## src/logic/dimming_pkg.sv

```systemverilog
// Constants, register map and lookup helpers for the PWM dimming block.
package dimming_pkg;

	// ==========================================================
	// Frame layout
	// ==========================================================
	localparam int          FRAME_BITS      = 16;
	localparam int          ADDR_MSB        = 15;
	localparam int          ADDR_LSB        = 12;
	localparam int          WATCHDOG_BIT    = 11;
	localparam int          PHASE_MSB       = 10;
	localparam int          PHASE_LSB       = 9;
	localparam int          ON_BIT          = 8;
	localparam int          DUTY_MSB        = 7;
	localparam int          DUTY_LSB        = 0;
	localparam int          SUB_SEL_BIT     = 10;

	// ==========================================================
	// Register addresses
	// ==========================================================
	localparam logic [3:0]  ADDR_INIT2      = 4'h1;
	localparam logic [3:0]  ADDR_CH_FIRST   = 4'h2;
	localparam logic [3:0]  ADDR_CH_LAST    = 4'h7;
	localparam logic [3:0]  ADDR_OUT_CTRL   = 4'h8;
	localparam logic [3:0]  ADDR_GLOBAL     = 4'h9;
	localparam logic [3:0]  ADDR_IN_ENABLE  = 4'hB;
	localparam logic [3:0]  ADDR_PRESCALE   = 4'hC;
	localparam logic [3:0]  ADDR_INCR       = 4'hE;

	// ==========================================================
	// Field positions inside the shared registers
	// ==========================================================
	localparam int          RESYNC_BIT      = 1;
	localparam int          OUT_ON_LSB      = 0;
	localparam int          OUT_SKIP_LSB    = 6;
	localparam int          SEL_LO_LSB      = 0;
	localparam int          SEL_HI_LSB      = 4;
	localparam int          STEP_DIR_BIT    = 10;
	localparam int          STEP_SIZE_LSB   = 0;
	localparam int          STAT_CLK_FAIL   = 15;
	localparam int          STAT_FAIL_MODE  = 14;

	// ==========================================================
	// Reset values and duty figures
	// ==========================================================
	localparam logic [7:0]  DUTY_RESET      = 8'h00;
	localparam logic [7:0]  DUTY_FULL       = 8'hFF;
	localparam logic [7:0]  DUTY_SKIP_LOW   = 8'hF7;
	localparam logic [7:0]  DUTY_SKIP_MIN   = 8'hF8;
	localparam logic [1:0]  DIV_RESET       = 2'h0;
	localparam logic [1:0]  PHASE_RESET     = 2'h0;
	localparam logic [8:0]  STEP_4          = 9'h004;
	localparam logic [8:0]  STEP_8          = 9'h008;
	localparam logic [8:0]  STEP_16         = 9'h010;

	// ==========================================================
	// Reference clock supervision
	// ==========================================================
	localparam int          CLK_PERIOD_NS   = 5;
	localparam int          REF_MIN_PER_NS  = 9766;
	localparam int          REF_MAX_PER_NS  = 39063;
	localparam int          FAST_LIMIT_CYC  = REF_MIN_PER_NS / 2 / CLK_PERIOD_NS;
	localparam int          SLOW_LIMIT_CYC  = (REF_MAX_PER_NS * 2) / CLK_PERIOD_NS;

	// Slots of the eight-period pattern that use the lower duty.
	function automatic logic [7:0] skip_mask(input logic [7:0] duty);
		case (duty)
			8'hFE:   skip_mask = 8'h01;
			8'hFD:   skip_mask = 8'h11;
			8'hFC:   skip_mask = 8'h15;
			8'hFB:   skip_mask = 8'h55;
			8'hFA:   skip_mask = 8'h57;
			8'hF9:   skip_mask = 8'h77;
			8'hF8:   skip_mask = 8'h7F;
			default: skip_mask = 8'h00;
		endcase
	endfunction

endpackage

```

## src/logic/pwm_channel.sv

```systemverilog
// One PWM channel: period position, staged duty and pulse skipping.
`timescale 1ns/1ps
module pwm_channel (
	input  wire logic       clock,          // System clock.
	input  wire logic       rst,            // Asynchronous reset, active high.
	input  wire logic [9:0] base_count,     // Shared timebase count.
	input  wire logic [1:0] divider_select, // Clock divider choice.
	input  wire logic [1:0] phase_select,   // Quarter-period phase offset.
	input  wire logic       enable,         // Effective on request.
	input  wire logic [7:0] target_duty,    // Effective duty request.
	input  wire logic       skip_enable,    // Pulse skipping allowed.
	input  wire logic       force_full,     // Modulation suspended.
	output logic            out_q           // Registered channel drive.
);

	// ==========================================================
	// Period position
	// ==========================================================
	logic [7:0] slice;
	logic [7:0] pos;
	logic [7:0] pos_prev_q;
	logic       period_start;
	logic       on_act_q;
	logic [7:0] duty_act_q;
	logic [2:0] slot_q;
	logic [7:0] mask;
	logic [7:0] eff_duty;

	// Divider and phase are read live, so changing them acts at once.
	always_comb begin
		case (divider_select)
			2'b00:   slice = base_count[9:2];
			2'b01:   slice = base_count[8:1];
			default: slice = base_count[7:0];
		endcase
		pos = slice + {phase_select, 6'h00};
	end
	assign period_start = (pos == 8'h00) && (pos_prev_q != 8'h00);

	always_ff @(posedge clock or posedge rst) begin
		if (rst) begin
			pos_prev_q <= 8'h00;
		end else begin
			pos_prev_q <= pos;
		end
	end

	// ==========================================================
	// Staged on state and duty
	// ==========================================================
	// Off and full-duty requests act at once; partial duty waits for the period start.
	always_ff @(posedge clock or posedge rst) begin
		if (rst) begin
			on_act_q <= 1'b0;
		end else if (!enable) begin
			on_act_q <= 1'b0;
		end else if (target_duty == dimming_pkg::DUTY_FULL || period_start) begin
			on_act_q <= 1'b1;
		end
	end

	always_ff @(posedge clock or posedge rst) begin
		if (rst) begin
			duty_act_q <= dimming_pkg::DUTY_RESET;
		end else if (target_duty == dimming_pkg::DUTY_FULL) begin
			duty_act_q <= dimming_pkg::DUTY_FULL;
		end else if (period_start) begin
			duty_act_q <= target_duty;
		end
	end

	// Pattern slot advances once per period.
	always_ff @(posedge clock or posedge rst) begin
		if (rst) begin
			slot_q <= 3'h0;
		end else if (period_start) begin
			slot_q <= slot_q + 3'h1;
		end
	end

	// ==========================================================
	// Output compare
	// ==========================================================
	always_comb begin
		mask = dimming_pkg::skip_mask(duty_act_q);
		eff_duty = duty_act_q;
		if (skip_enable && duty_act_q >= dimming_pkg::DUTY_SKIP_MIN) begin
			eff_duty = mask[slot_q] ? dimming_pkg::DUTY_SKIP_LOW
				: dimming_pkg::DUTY_FULL;
		end
	end

	// With a failed reference the enabled output is simply held on.
	always_ff @(posedge clock or posedge rst) begin
		if (rst) begin
			out_q <= 1'b0;
		end else if (force_full) begin
			out_q <= enable;
		end else begin
			out_q <= on_act_q && (eff_duty == dimming_pkg::DUTY_FULL || pos < eff_duty);
		end
	end

endmodule

```

## src/logic/dimming_control.sv

```systemverilog
// Multi-channel PWM dimming controller with a 16-bit SPI command port.
`timescale 1ns/1ps
module dimming_control #(
	parameter int NUM_CH     = 6,                           // Channels including external.
	parameter int SLOW_LIMIT = dimming_pkg::SLOW_LIMIT_CYC // Cycles without reference edge.
) (
	input  wire logic       clock,            // System clock, 200 MHz.
	input  wire logic       rst,              // Asynchronous reset, active high.
	input  wire logic       ref_clk_in,       // Reference PWM clock pin.
	input  wire logic       fail_mode,        // Device is in fail mode.
	input  wire logic [3:0] deglitched_input, // Direct inputs of channels 1 to 4.
	input  wire logic       sclk,             // SPI clock.
	input  wire logic       mosi,             // SPI data in.
	input  wire logic       chip_select_n,    // SPI select, active low.
	output logic            miso,             // SPI data out.
	output logic            miso_oe,          // Data out driven.
	output logic            clock_fail,       // Reference clock judged bad.
	output logic [5:0]      channel_state     // Channel drives.
);

	// The last channel drives an external switch: it takes no pulse skipping
	// and no stepped duty, so only the power channels below it get those.
	localparam int NUM_PWR = NUM_CH - 1;

	// ==========================================================
	// SPI frame capture
	// ==========================================================
	logic        sclk_q;
	logic        csn_q;
	logic [15:0] shift_in_q;
	logic [15:0] shift_out_q;
	logic [4:0]  bit_cnt_q;
	logic        frame_done;
	logic [15:0] status;
	logic [3:0]  addr;

	// A frame counts only when exactly sixteen falling clock edges came before the
	// rising select; longer or shorter frames are dropped so a glitch cannot write.
	// The counter stops at its top value so a very long frame never wraps back to 16.
	assign frame_done = chip_select_n && !csn_q && bit_cnt_q == 5'(dimming_pkg::FRAME_BITS);
	assign addr = shift_in_q[dimming_pkg::ADDR_MSB:dimming_pkg::ADDR_LSB];

	// Edge history of the SPI pins, taken as synchronous inputs.
	always_ff @(posedge clock or posedge rst) begin
		if (rst) begin
			sclk_q <= 1'b0;
			csn_q <= 1'b1;
		end else begin
			sclk_q <= sclk;
			csn_q <= chip_select_n;
		end
	end

	// Data is sampled and the reply advanced on the falling clock edge.
	// The reply moves one bit per falling edge, so the host reads it on the rising one.
	always_ff @(posedge clock or posedge rst) begin
		if (rst) begin
			shift_in_q <= 16'h0000;
			shift_out_q <= 16'h0000;
			bit_cnt_q <= 5'h00;
			miso <= 1'b0;
		end else if (!chip_select_n && csn_q) begin
			bit_cnt_q <= 5'h00;
			shift_out_q <= status;
			miso <= status[15];
		end else if (!chip_select_n && sclk_q && !sclk) begin
			shift_in_q <= {shift_in_q[14:0], mosi};
			shift_out_q <= {shift_out_q[14:0], 1'b0};
			miso <= shift_out_q[14];
			if (bit_cnt_q != 5'h1F) begin
				bit_cnt_q <= bit_cnt_q + 5'h01;
			end
		end
	end

	// The data line is driven only while selected, one cycle after the pin; other
	// devices on a shared line see it released one cycle after the select goes high.
	always_ff @(posedge clock or posedge rst) begin
		if (rst) begin
			miso_oe <= 1'b0;
		end else begin
			miso_oe <= !chip_select_n;
		end
	end

	// ==========================================================
	// Register file
	// ==========================================================
	logic [7:0] duty_q [NUM_CH];
	logic [1:0] phase_q [NUM_CH];
	logic [1:0] div_q [NUM_CH];
	logic [NUM_CH-1:0]  on_q;
	logic [NUM_CH-1:0]  gsel_q;
	logic [NUM_PWR-1:0] skip_q;
	logic [3:0]  sel_lo_q;
	logic [3:0]  sel_hi_q;
	logic [7:0]  global_duty_q;
	logic        resync;

	// Resync acts at the commit edge, so several devices written with the same
	// frame restart their periods on the same select edge.
	assign resync = frame_done && addr == dimming_pkg::ADDR_INIT2
		&& shift_in_q[dimming_pkg::RESYNC_BIT];

	// Saturating step of one individual duty value.
	function automatic logic [7:0] step_duty(input logic [7:0] duty, input logic dir,
		input logic [1:0] size);
		logic [8:0] amt;
		logic [8:0] sum;
		amt = 9'h000;
		sum = 9'h000;
		case (size)
			2'b01:   amt = dimming_pkg::STEP_4;
			2'b10:   amt = dimming_pkg::STEP_8;
			2'b11:   amt = dimming_pkg::STEP_16;
			default: amt = 9'h000;
		endcase
		if (dir) begin
			sum = {1'b0, duty} + amt;
			step_duty = sum[8] ? dimming_pkg::DUTY_FULL : sum[7:0];
		end else begin
			step_duty = ({1'b0, duty} < amt) ? 8'h00 : 8'(duty - amt[7:0]);
		end
	endfunction

	// Per-channel duty, phase and on state; both registers steer the on bit.
	// Whichever of the two frames came last wins, as both hold one shared state.
	always_ff @(posedge clock or posedge rst) begin
		if (rst) begin
			for (int i = 0; i < NUM_CH; i++) begin
				duty_q[i] <= dimming_pkg::DUTY_RESET;
				phase_q[i] <= dimming_pkg::PHASE_RESET;
			end
			on_q <= '0;
		end else if (frame_done) begin
			for (int i = 0; i < NUM_CH; i++) begin
				if (addr == 4'(int'(dimming_pkg::ADDR_CH_FIRST) + i)) begin
					duty_q[i] <= shift_in_q[dimming_pkg::DUTY_MSB:dimming_pkg::DUTY_LSB];
					phase_q[i] <= shift_in_q[dimming_pkg::PHASE_MSB:dimming_pkg::PHASE_LSB];
					on_q[i] <= shift_in_q[dimming_pkg::ON_BIT];
				end
				if (addr == dimming_pkg::ADDR_OUT_CTRL) begin
					on_q[i] <= shift_in_q[dimming_pkg::OUT_ON_LSB + i];
				end
			end
			// Stepping reads the stored individual duty, never the global value,
			// and leaves the external channel alone.
			if (addr == dimming_pkg::ADDR_INCR) begin
				for (int i = 0; i < NUM_PWR; i++) begin
					duty_q[i] <= step_duty(duty_q[i], shift_in_q[dimming_pkg::STEP_DIR_BIT],
						shift_in_q[dimming_pkg::STEP_SIZE_LSB + 2*i +: 2]);
				end
			end
		end
	end

	// Shared configuration registers; sub-select bit picks the half of 9 and 12.
	always_ff @(posedge clock or posedge rst) begin
		if (rst) begin
			for (int i = 0; i < NUM_CH; i++) begin
				div_q[i] <= dimming_pkg::DIV_RESET;
			end
			gsel_q <= '0;
			skip_q <= '0;
			sel_lo_q <= 4'h0;
			sel_hi_q <= 4'h0;
			global_duty_q <= dimming_pkg::DUTY_RESET;
		end else if (frame_done) begin
			case (addr)
				dimming_pkg::ADDR_OUT_CTRL: begin
					skip_q <= shift_in_q[dimming_pkg::OUT_SKIP_LSB +: NUM_PWR];
				end
				dimming_pkg::ADDR_GLOBAL: begin
					if (shift_in_q[dimming_pkg::SUB_SEL_BIT]) begin
						global_duty_q <= shift_in_q[7:0];
					end else begin
						gsel_q <= shift_in_q[NUM_CH-1:0];
					end
				end
				dimming_pkg::ADDR_IN_ENABLE: begin
					sel_lo_q <= shift_in_q[dimming_pkg::SEL_LO_LSB +: 4];
					sel_hi_q <= shift_in_q[dimming_pkg::SEL_HI_LSB +: 4];
				end
				dimming_pkg::ADDR_PRESCALE: begin
					// The sub-select bit picks which three channels this frame reaches.
					for (int i = 0; i < 3; i++) begin
						if (shift_in_q[dimming_pkg::SUB_SEL_BIT]) begin
							div_q[i+3] <= shift_in_q[2*i +: 2];
						end else begin
							div_q[i] <= shift_in_q[2*i +: 2];
						end
					end
				end
				default: begin
				end
			endcase
		end
	end

	// ==========================================================
	// Reference clock timebase and supervision
	// ==========================================================
	logic        ref_q;
	logic        ref_rise;
	logic [15:0] ref_per_q;
	logic [9:0]  base_count_q;

	// The reference pin is treated as synchronous; only its rising edges matter.
	assign ref_rise = ref_clk_in && !ref_q;

	// One-cycle delay of the reference pin for edge detection.
	always_ff @(posedge clock or posedge rst) begin
		if (rst) begin
			ref_q <= 1'b0;
		end else begin
			ref_q <= ref_clk_in;
		end
	end

	// Edge spacing outside the band marks the reference as failed.
	// The first edge after reset is measured from reset, not from an earlier edge.
	always_ff @(posedge clock or posedge rst) begin
		if (rst) begin
			ref_per_q <= 16'h0000;
			clock_fail <= 1'b1;
		end else if (ref_rise) begin
			ref_per_q <= 16'h0000;
			// An edge after a stale gap is still too slow; only a spacing inside the
			// band clears the flag, so one late edge cannot restart modulation.
			clock_fail <= (ref_per_q < 16'(dimming_pkg::FAST_LIMIT_CYC))
				|| (ref_per_q >= 16'(SLOW_LIMIT));
		end else if (ref_per_q >= 16'(SLOW_LIMIT)) begin
			clock_fail <= 1'b1;
		end else begin
			ref_per_q <= ref_per_q + 16'h0001;
		end
	end

	// One count per reference edge; dividers pick higher slices of it.
	always_ff @(posedge clock or posedge rst) begin
		if (rst) begin
			base_count_q <= 10'h000;
		end else if (resync) begin
			base_count_q <= 10'h000;
		end else if (ref_rise) begin
			base_count_q <= base_count_q + 10'h001;
		end
	end

	// ==========================================================
	// Channel selection and PWM engines
	// ==========================================================
	logic [NUM_CH-1:0] eff_on;
	logic [7:0]        eff_duty [NUM_CH];
	logic [NUM_CH-1:0] pwm_out;
	logic              suspend;

	// Fail mode and a bad reference both stop modulation; the engines then hold
	// enabled outputs on rather than freezing them at whatever level they had.
	assign suspend = clock_fail || fail_mode;

	// Direct-input selection for channels 1-4, fail-mode takeover for all.
	always_comb begin
		for (int i = 0; i < NUM_CH; i++) begin
			eff_on[i] = on_q[i];
			eff_duty[i] = gsel_q[i] ? global_duty_q : duty_q[i];
			if (i < 4) begin
				if (sel_hi_q[i] && sel_lo_q[i]) begin
					eff_duty[i] = (gsel_q[i] ^ deglitched_input[i])
						? global_duty_q : duty_q[i];
				end else if (sel_lo_q[i]) begin
					eff_on[i] = on_q[i] && deglitched_input[i];
				end
			end
			// Fail mode overrides every programmed setting, direct input selects included.
			if (fail_mode) begin
				eff_on[i] = (i < 4) ? deglitched_input[i] : 1'b0;
			end
		end
	end

	// Phase, divider and skip enable stay per channel whatever the duty source.
	// The external channel has no skip enable bit, so its engine gets a constant 0.
	genvar g;
	generate
		for (g = 0; g < NUM_CH; g++) begin : gen_ch
			pwm_channel u_ch (
				.clock          (clock),
				.rst            (rst),
				.base_count     (base_count_q),
				.divider_select (div_q[g]),
				.phase_select   (phase_q[g]),
				.enable         (eff_on[g]),
				.target_duty    (eff_duty[g]),
				.skip_enable    ((g < NUM_PWR) ? skip_q[(g < NUM_PWR) ? g : 0] : 1'b0),
				.force_full     (suspend),
				.out_q          (pwm_out[g])
			);
		end
	endgenerate

	// Output register and status word returned in the next frame.
	always_ff @(posedge clock or posedge rst) begin
		if (rst) begin
			channel_state <= 6'h00;
		end else begin
			channel_state <= pwm_out;
		end
	end

	// Status word, loaded into the reply at the start of each frame.
	always_comb begin
		status = 16'h0000;
		status[dimming_pkg::STAT_CLK_FAIL] = clock_fail;
		status[dimming_pkg::STAT_FAIL_MODE] = fail_mode;
		status[5:0] = channel_state;
	end

endmodule

```

## config.mk

```make
export PLATFORM = sky130hd
export DESIGN_NAME = dimming_control
export DESIGN_NICKNAME = d
export VERILOG_FILES = /design/src/logic/dimming_pkg.sv /design/src/logic/pwm_channel.sv /design/src/logic/dimming_control.sv
export SDC_FILE = /design/constraint.sdc
export NUM_CORES = 1
export LEC_CHECK = 0
export BUFFER_PORTS_ARGS = -buffer_cell sky130_fd_sc_hd__buf_4
export CORE_ASPECT_RATIO = 0.75
export CORE_MARGIN = 2
export CORE_UTILIZATION = 40
export CTS_BUF_LIST = sky130_fd_sc_hd__clkbuf_4 sky130_fd_sc_hd__clkbuf_8
export DETAILED_ROUTE_END_ITERATION = 10
export PLACE_DENSITY = 0.58
export RECOVER_POWER = 25
export SYNTH_ARGS = -nofsm -noshare
export SYNTH_HDL_FRONTEND = slang
export SYNTH_HIERARCHICAL = 1
export SYNTH_SLANG_ARGS = --single-unit
export TNS_END_PERCENT = 10
```

## constraint.sdc

```tcl
create_clock -name clock -period 6.65 [get_ports clock]
set_input_delay 1.33 -clock clock [delete_from_list [all_inputs] [get_ports clock]]
set_output_delay 1.33 -clock clock [all_outputs]
set_load 0.02 [all_outputs]
```

==> results.tsv <==
stage	metric	value	unit
sta	setup_viol	0	
setup_path	r2r_start	base_count_q[5]$_DFFE_PP0P_	
die	pin_count	20	
die	coreArea	45800	um2
layout	layoutNonFillerInstCount	2479	
global_route	grt_overflow_total	0	
clocking	cts_tree	done	
power_and_ir_drop	pwr-share-comb	25.5	%
setup_path	cp_data_arrival_time	4.45	ns
sta	relSlewSlack	-87.2	%
route	drc	0	
die	die_h	190	um
clocking	clk_pin_slew_worst_paths	0.06	ns
sta	worst_slew_pin_slew	2.81	ns
placement	dpl.cell_count	2383	
setup_path	max_stage_delay	1.87	ns
logic_synthesis	synth_area_leaders	dfrtp_1 (41%), mux2_2 (10%), ha_1 (6.2%)	
logic_synthesis	mappedNetlistArea	18500	um2
clocking	cts_max_level	2	
logic_synthesis	synth_seq_cells	305	
global_route	grt_usage	22.0	%
layout	nets	1955	
setup_path	cp-endpoint	duty_q[25]$_DFFE_PP0P_	
logic_synthesis	ys_top_cells_by_count	dfrtp_1 (303), mux2_2 (167), nand2_1 (133)	
setup_path	cp.required	7.37	ns
setup_path	setup.worst_path.start_class	primary input	
clocking	insertion_delay	0.67	ns
logic_synthesis	synth_top_area_share	41.1	%
run_status	status	complete, but fails checks	
sta	slew_viol_final	168	
sta	post-route-period-util	56.1	%
global_route	grt_first_pass_wirelength	82200	um
sta	worst_clock_skew	0.0537	ns
power_and_ir_drop	peakVddDrop	0.176	mV
route	drt_iter0_drc	1085	
layout	drive_gt1_share	17.7	%
setup_path	path_class	primary input to asynchronous set/reset pin	
setup_path	reg2reg_slack	3.07	ns
worst_hold_path	hp-class	flip-flop to flip-flop	
sta	setup_slack	2.92	ns
power_and_ir_drop	internal_power	3.66	mW
setup_path	reg2reg_to	gen_ch[5].u_ch/out_q$_DFF_PP0_	
layout	syn_to_final_growth	9.85	%
die	core.rowCount	68	
logic_synthesis	avgSynthCellArea	10.1	um2
clocking	cts_made_buffers	52	
sta	totalNegativeSetupSlack	0	ns
route	via_per_inst	5.80	
placement	pre_cts_slack	3.03	ns
global_route	grt_max_degree	128	
route	vias	14400	
power_and_ir_drop	leakagePower	9.03	nW
setup_path	crit_chain	clkbuf_1, clkinvlp_4, buf_4	
placement	finalWeightedCongestion	0.888	
route	wl_per_cell	21.1	um
die	die-area	47900	um2
clocking	post_cts_resized	0	
clocking	post-cts-setup-buffers	0	
logic_synthesis	synth_ff_type	dfrtp_1	
power_and_ir_drop	power_frac_seq	41.1	%
placement	dpl_cell_area	19100	um2
sta	finalCriticalPeriod	3.73	ns
setup_path	crit_fanout	127	
route	routed_wl	52300	um
logic_synthesis	postSynthCellCount	1826	
logic_synthesis	yosysSeqAreaShare	41.4	%
clocking	clock-sinks	305	
setup_path	cpMaxStageDelayCell	clkinvlp_4	
global_route	antenna_found_initial	2	
layout	design_area	20300	um2
die	initial_core_util	40.3	%
placement	io_buffers	19	
logic_synthesis	async_flop_share	100	%
setup_path	cp-end-kind	asynchronous set/reset pin	
power_and_ir_drop	switching_share	34.7	%
sta	max_freq	268	MHz
power_and_ir_drop	pwr-share-clk	33.5	%
clocking	cts.hold.buffers_added	0	
clocking	ctsRootBufferMaster	clkbuf_8	
run_status	violations	capacitance limit, slew limit	
sta	hold_violations	0	
global_route	first_global_vias	14000	
flow_run	cap_violations	2	
sta	grt_setup_unrepaired	no	
logic_synthesis	yosysWarnings	6	
logic_synthesis	synth.distinct_cells	89	
placement	dpl.hpwl	36700	um
power_and_ir_drop	switching_power	1.95	mW
route	drt-pass1-iter-count	7	
setup_path	critPathLaunch	rst	
logic_synthesis	synth.most_common_cell	dfrtp_1	
logic_synthesis	yosys.area.top_type	dfrtp_1	
clocking	clk_path_buf_depth	3	
route	ant_nets	0	
setup_path	r2r_cells	9	
logic_synthesis	synth_edf_count	0	
die	die_w	252	um
power_and_ir_drop	p_per_area	277	nW/um2
flip-flops by register name (all words and copies together) (netlist names), 5 cells and up:
register                cells
skip_q                      5
gsel_q                      6
bit_cnt_q                   5
ref_per_q                  16
gen_ch.u_ch/duty_act_q     48
duty_q                     48
on_q                        6
gen_ch.u_ch/on_act_q        6
base_count_q               10
shift_in_q                 16
gen_ch.u_ch/pos_prev_q     48
shift_out_q                15
channel_state               6
div_q                      12
gen_ch.u_ch/out_q           6
phase_q                    12
gen_ch.u_ch/slot_q         18
global_duty_q               8
stage by stage:
stage          hold WS [ns]  utilization [%]  power, mW
2_1_floorplan         0.331                -       3.30
3_3_place_gp          0.336             41.8       3.71
3_5_place_dp          0.349             41.8       3.76
4_1_cts               0.366             44.3       5.65
5_1_grt               0.363             44.3       5.92
6_report              0.361             44.3       5.61
power groups by stage:
stage	Combinational [mW]	Sequential [mW]	Clock, mW
3_5_place_dp	1.43	2.33	0
5_1_grt	1.58	2.33	2.02
6_report	1.43	2.30	1.88
4_1_cts	1.43	2.30	1.92
3_3_place_gp	1.39	2.32	0
2_1_floorplan	1.05	2.24	0
cells in the final DEF (no fill, tap or decap), drive strengths merged, types with 12 or more instances in the layout:
master,synthesis,final
dfrtp,303,303
mux2,172,172
nand2,133,133
nor2,128,128
inv,109,110
o21ai,93,93
ha,92,92
clkbuf,54,92
a21oi,80,80
mux2i,70,70
nor2b,47,47
nand3,39,39
a211oi,33,33
nor4,30,30
buf,23,29
xnor2,28,28
nand4,28,28
nand2b,27,27
a31oi,24,24
xor2,23,23
nor3,22,22
o211ai,22,22
and3,18,18
nor4b,17,17
a211o,13,13
a22o,12,12
layout make-up:
type	count	area, um2
Sequential cell	305	7630
Fill cell	4357	25500
Multi-Input combinational cell	1339	10100
Timing Repair Buffer	35	240
Inverter	109	413
Clock buffer	86	1060
Clock inverter	9	87.6
Tap cell	595	744
Antenna cell	1	2.50
worst min path at each step:
stage / startpoint / endpoint / slack, ns / depth (start not counted)
2_1_floorplan: gen_ch[0].u_ch/out_q$_DFF_PP0_ / channel_state[0]$_DFF_PP0_ / 0.33 / 0
3_3_place_gp: gen_ch[0].u_ch/out_q$_DFF_PP0_ / channel_state[0]$_DFF_PP0_ / 0.34 / 0
3_5_place_dp: gen_ch[0].u_ch/out_q$_DFF_PP0_ / channel_state[0]$_DFF_PP0_ / 0.35 / 0
4_1_cts: gen_ch[0].u_ch/out_q$_DFF_PP0_ / channel_state[0]$_DFF_PP0_ / 0.37 / 0
5_1_grt: gen_ch[0].u_ch/out_q$_DFF_PP0_ / channel_state[0]$_DFF_PP0_ / 0.36 / 0
6_report: gen_ch[0].u_ch/out_q$_DFF_PP0_ / channel_state[0]$_DFF_PP0_ / 0.36 / 0
critical path: cells and delay by family:
| kind | cells | cell delay [ns] |
|---|---|---|
| buf+inv | 3 | 3.00 |
routing by layer:
| metal | vias up | global-route usage, % | routed length, um |
|---|---|---|---|
| met2 | 443 | 31.9 | 22000 |
| met4 | 0 | 6.87 | 1190 |
| met3 | 75 | 4.68 | 3740 |
| met1 | 7188 | 32.7 | 25300 |
| met5 | - | 0 | 0 |
| li1 | 6678 | - | - |
cell families after synthesis:
kind of cell	after synthesis	share of synthesized area, %
other	1	0.0203
muxes	242	14.3
and+or+nand+nor	555	15.9
xor gates and xnor gates	51	2.42
adders and majority gates	102	7.32
AOI/OAI and AO/OA	384	14.6
buffers and inverters	186	4.05
DFF	305	41.4
(Power assumes the default switching activity.)
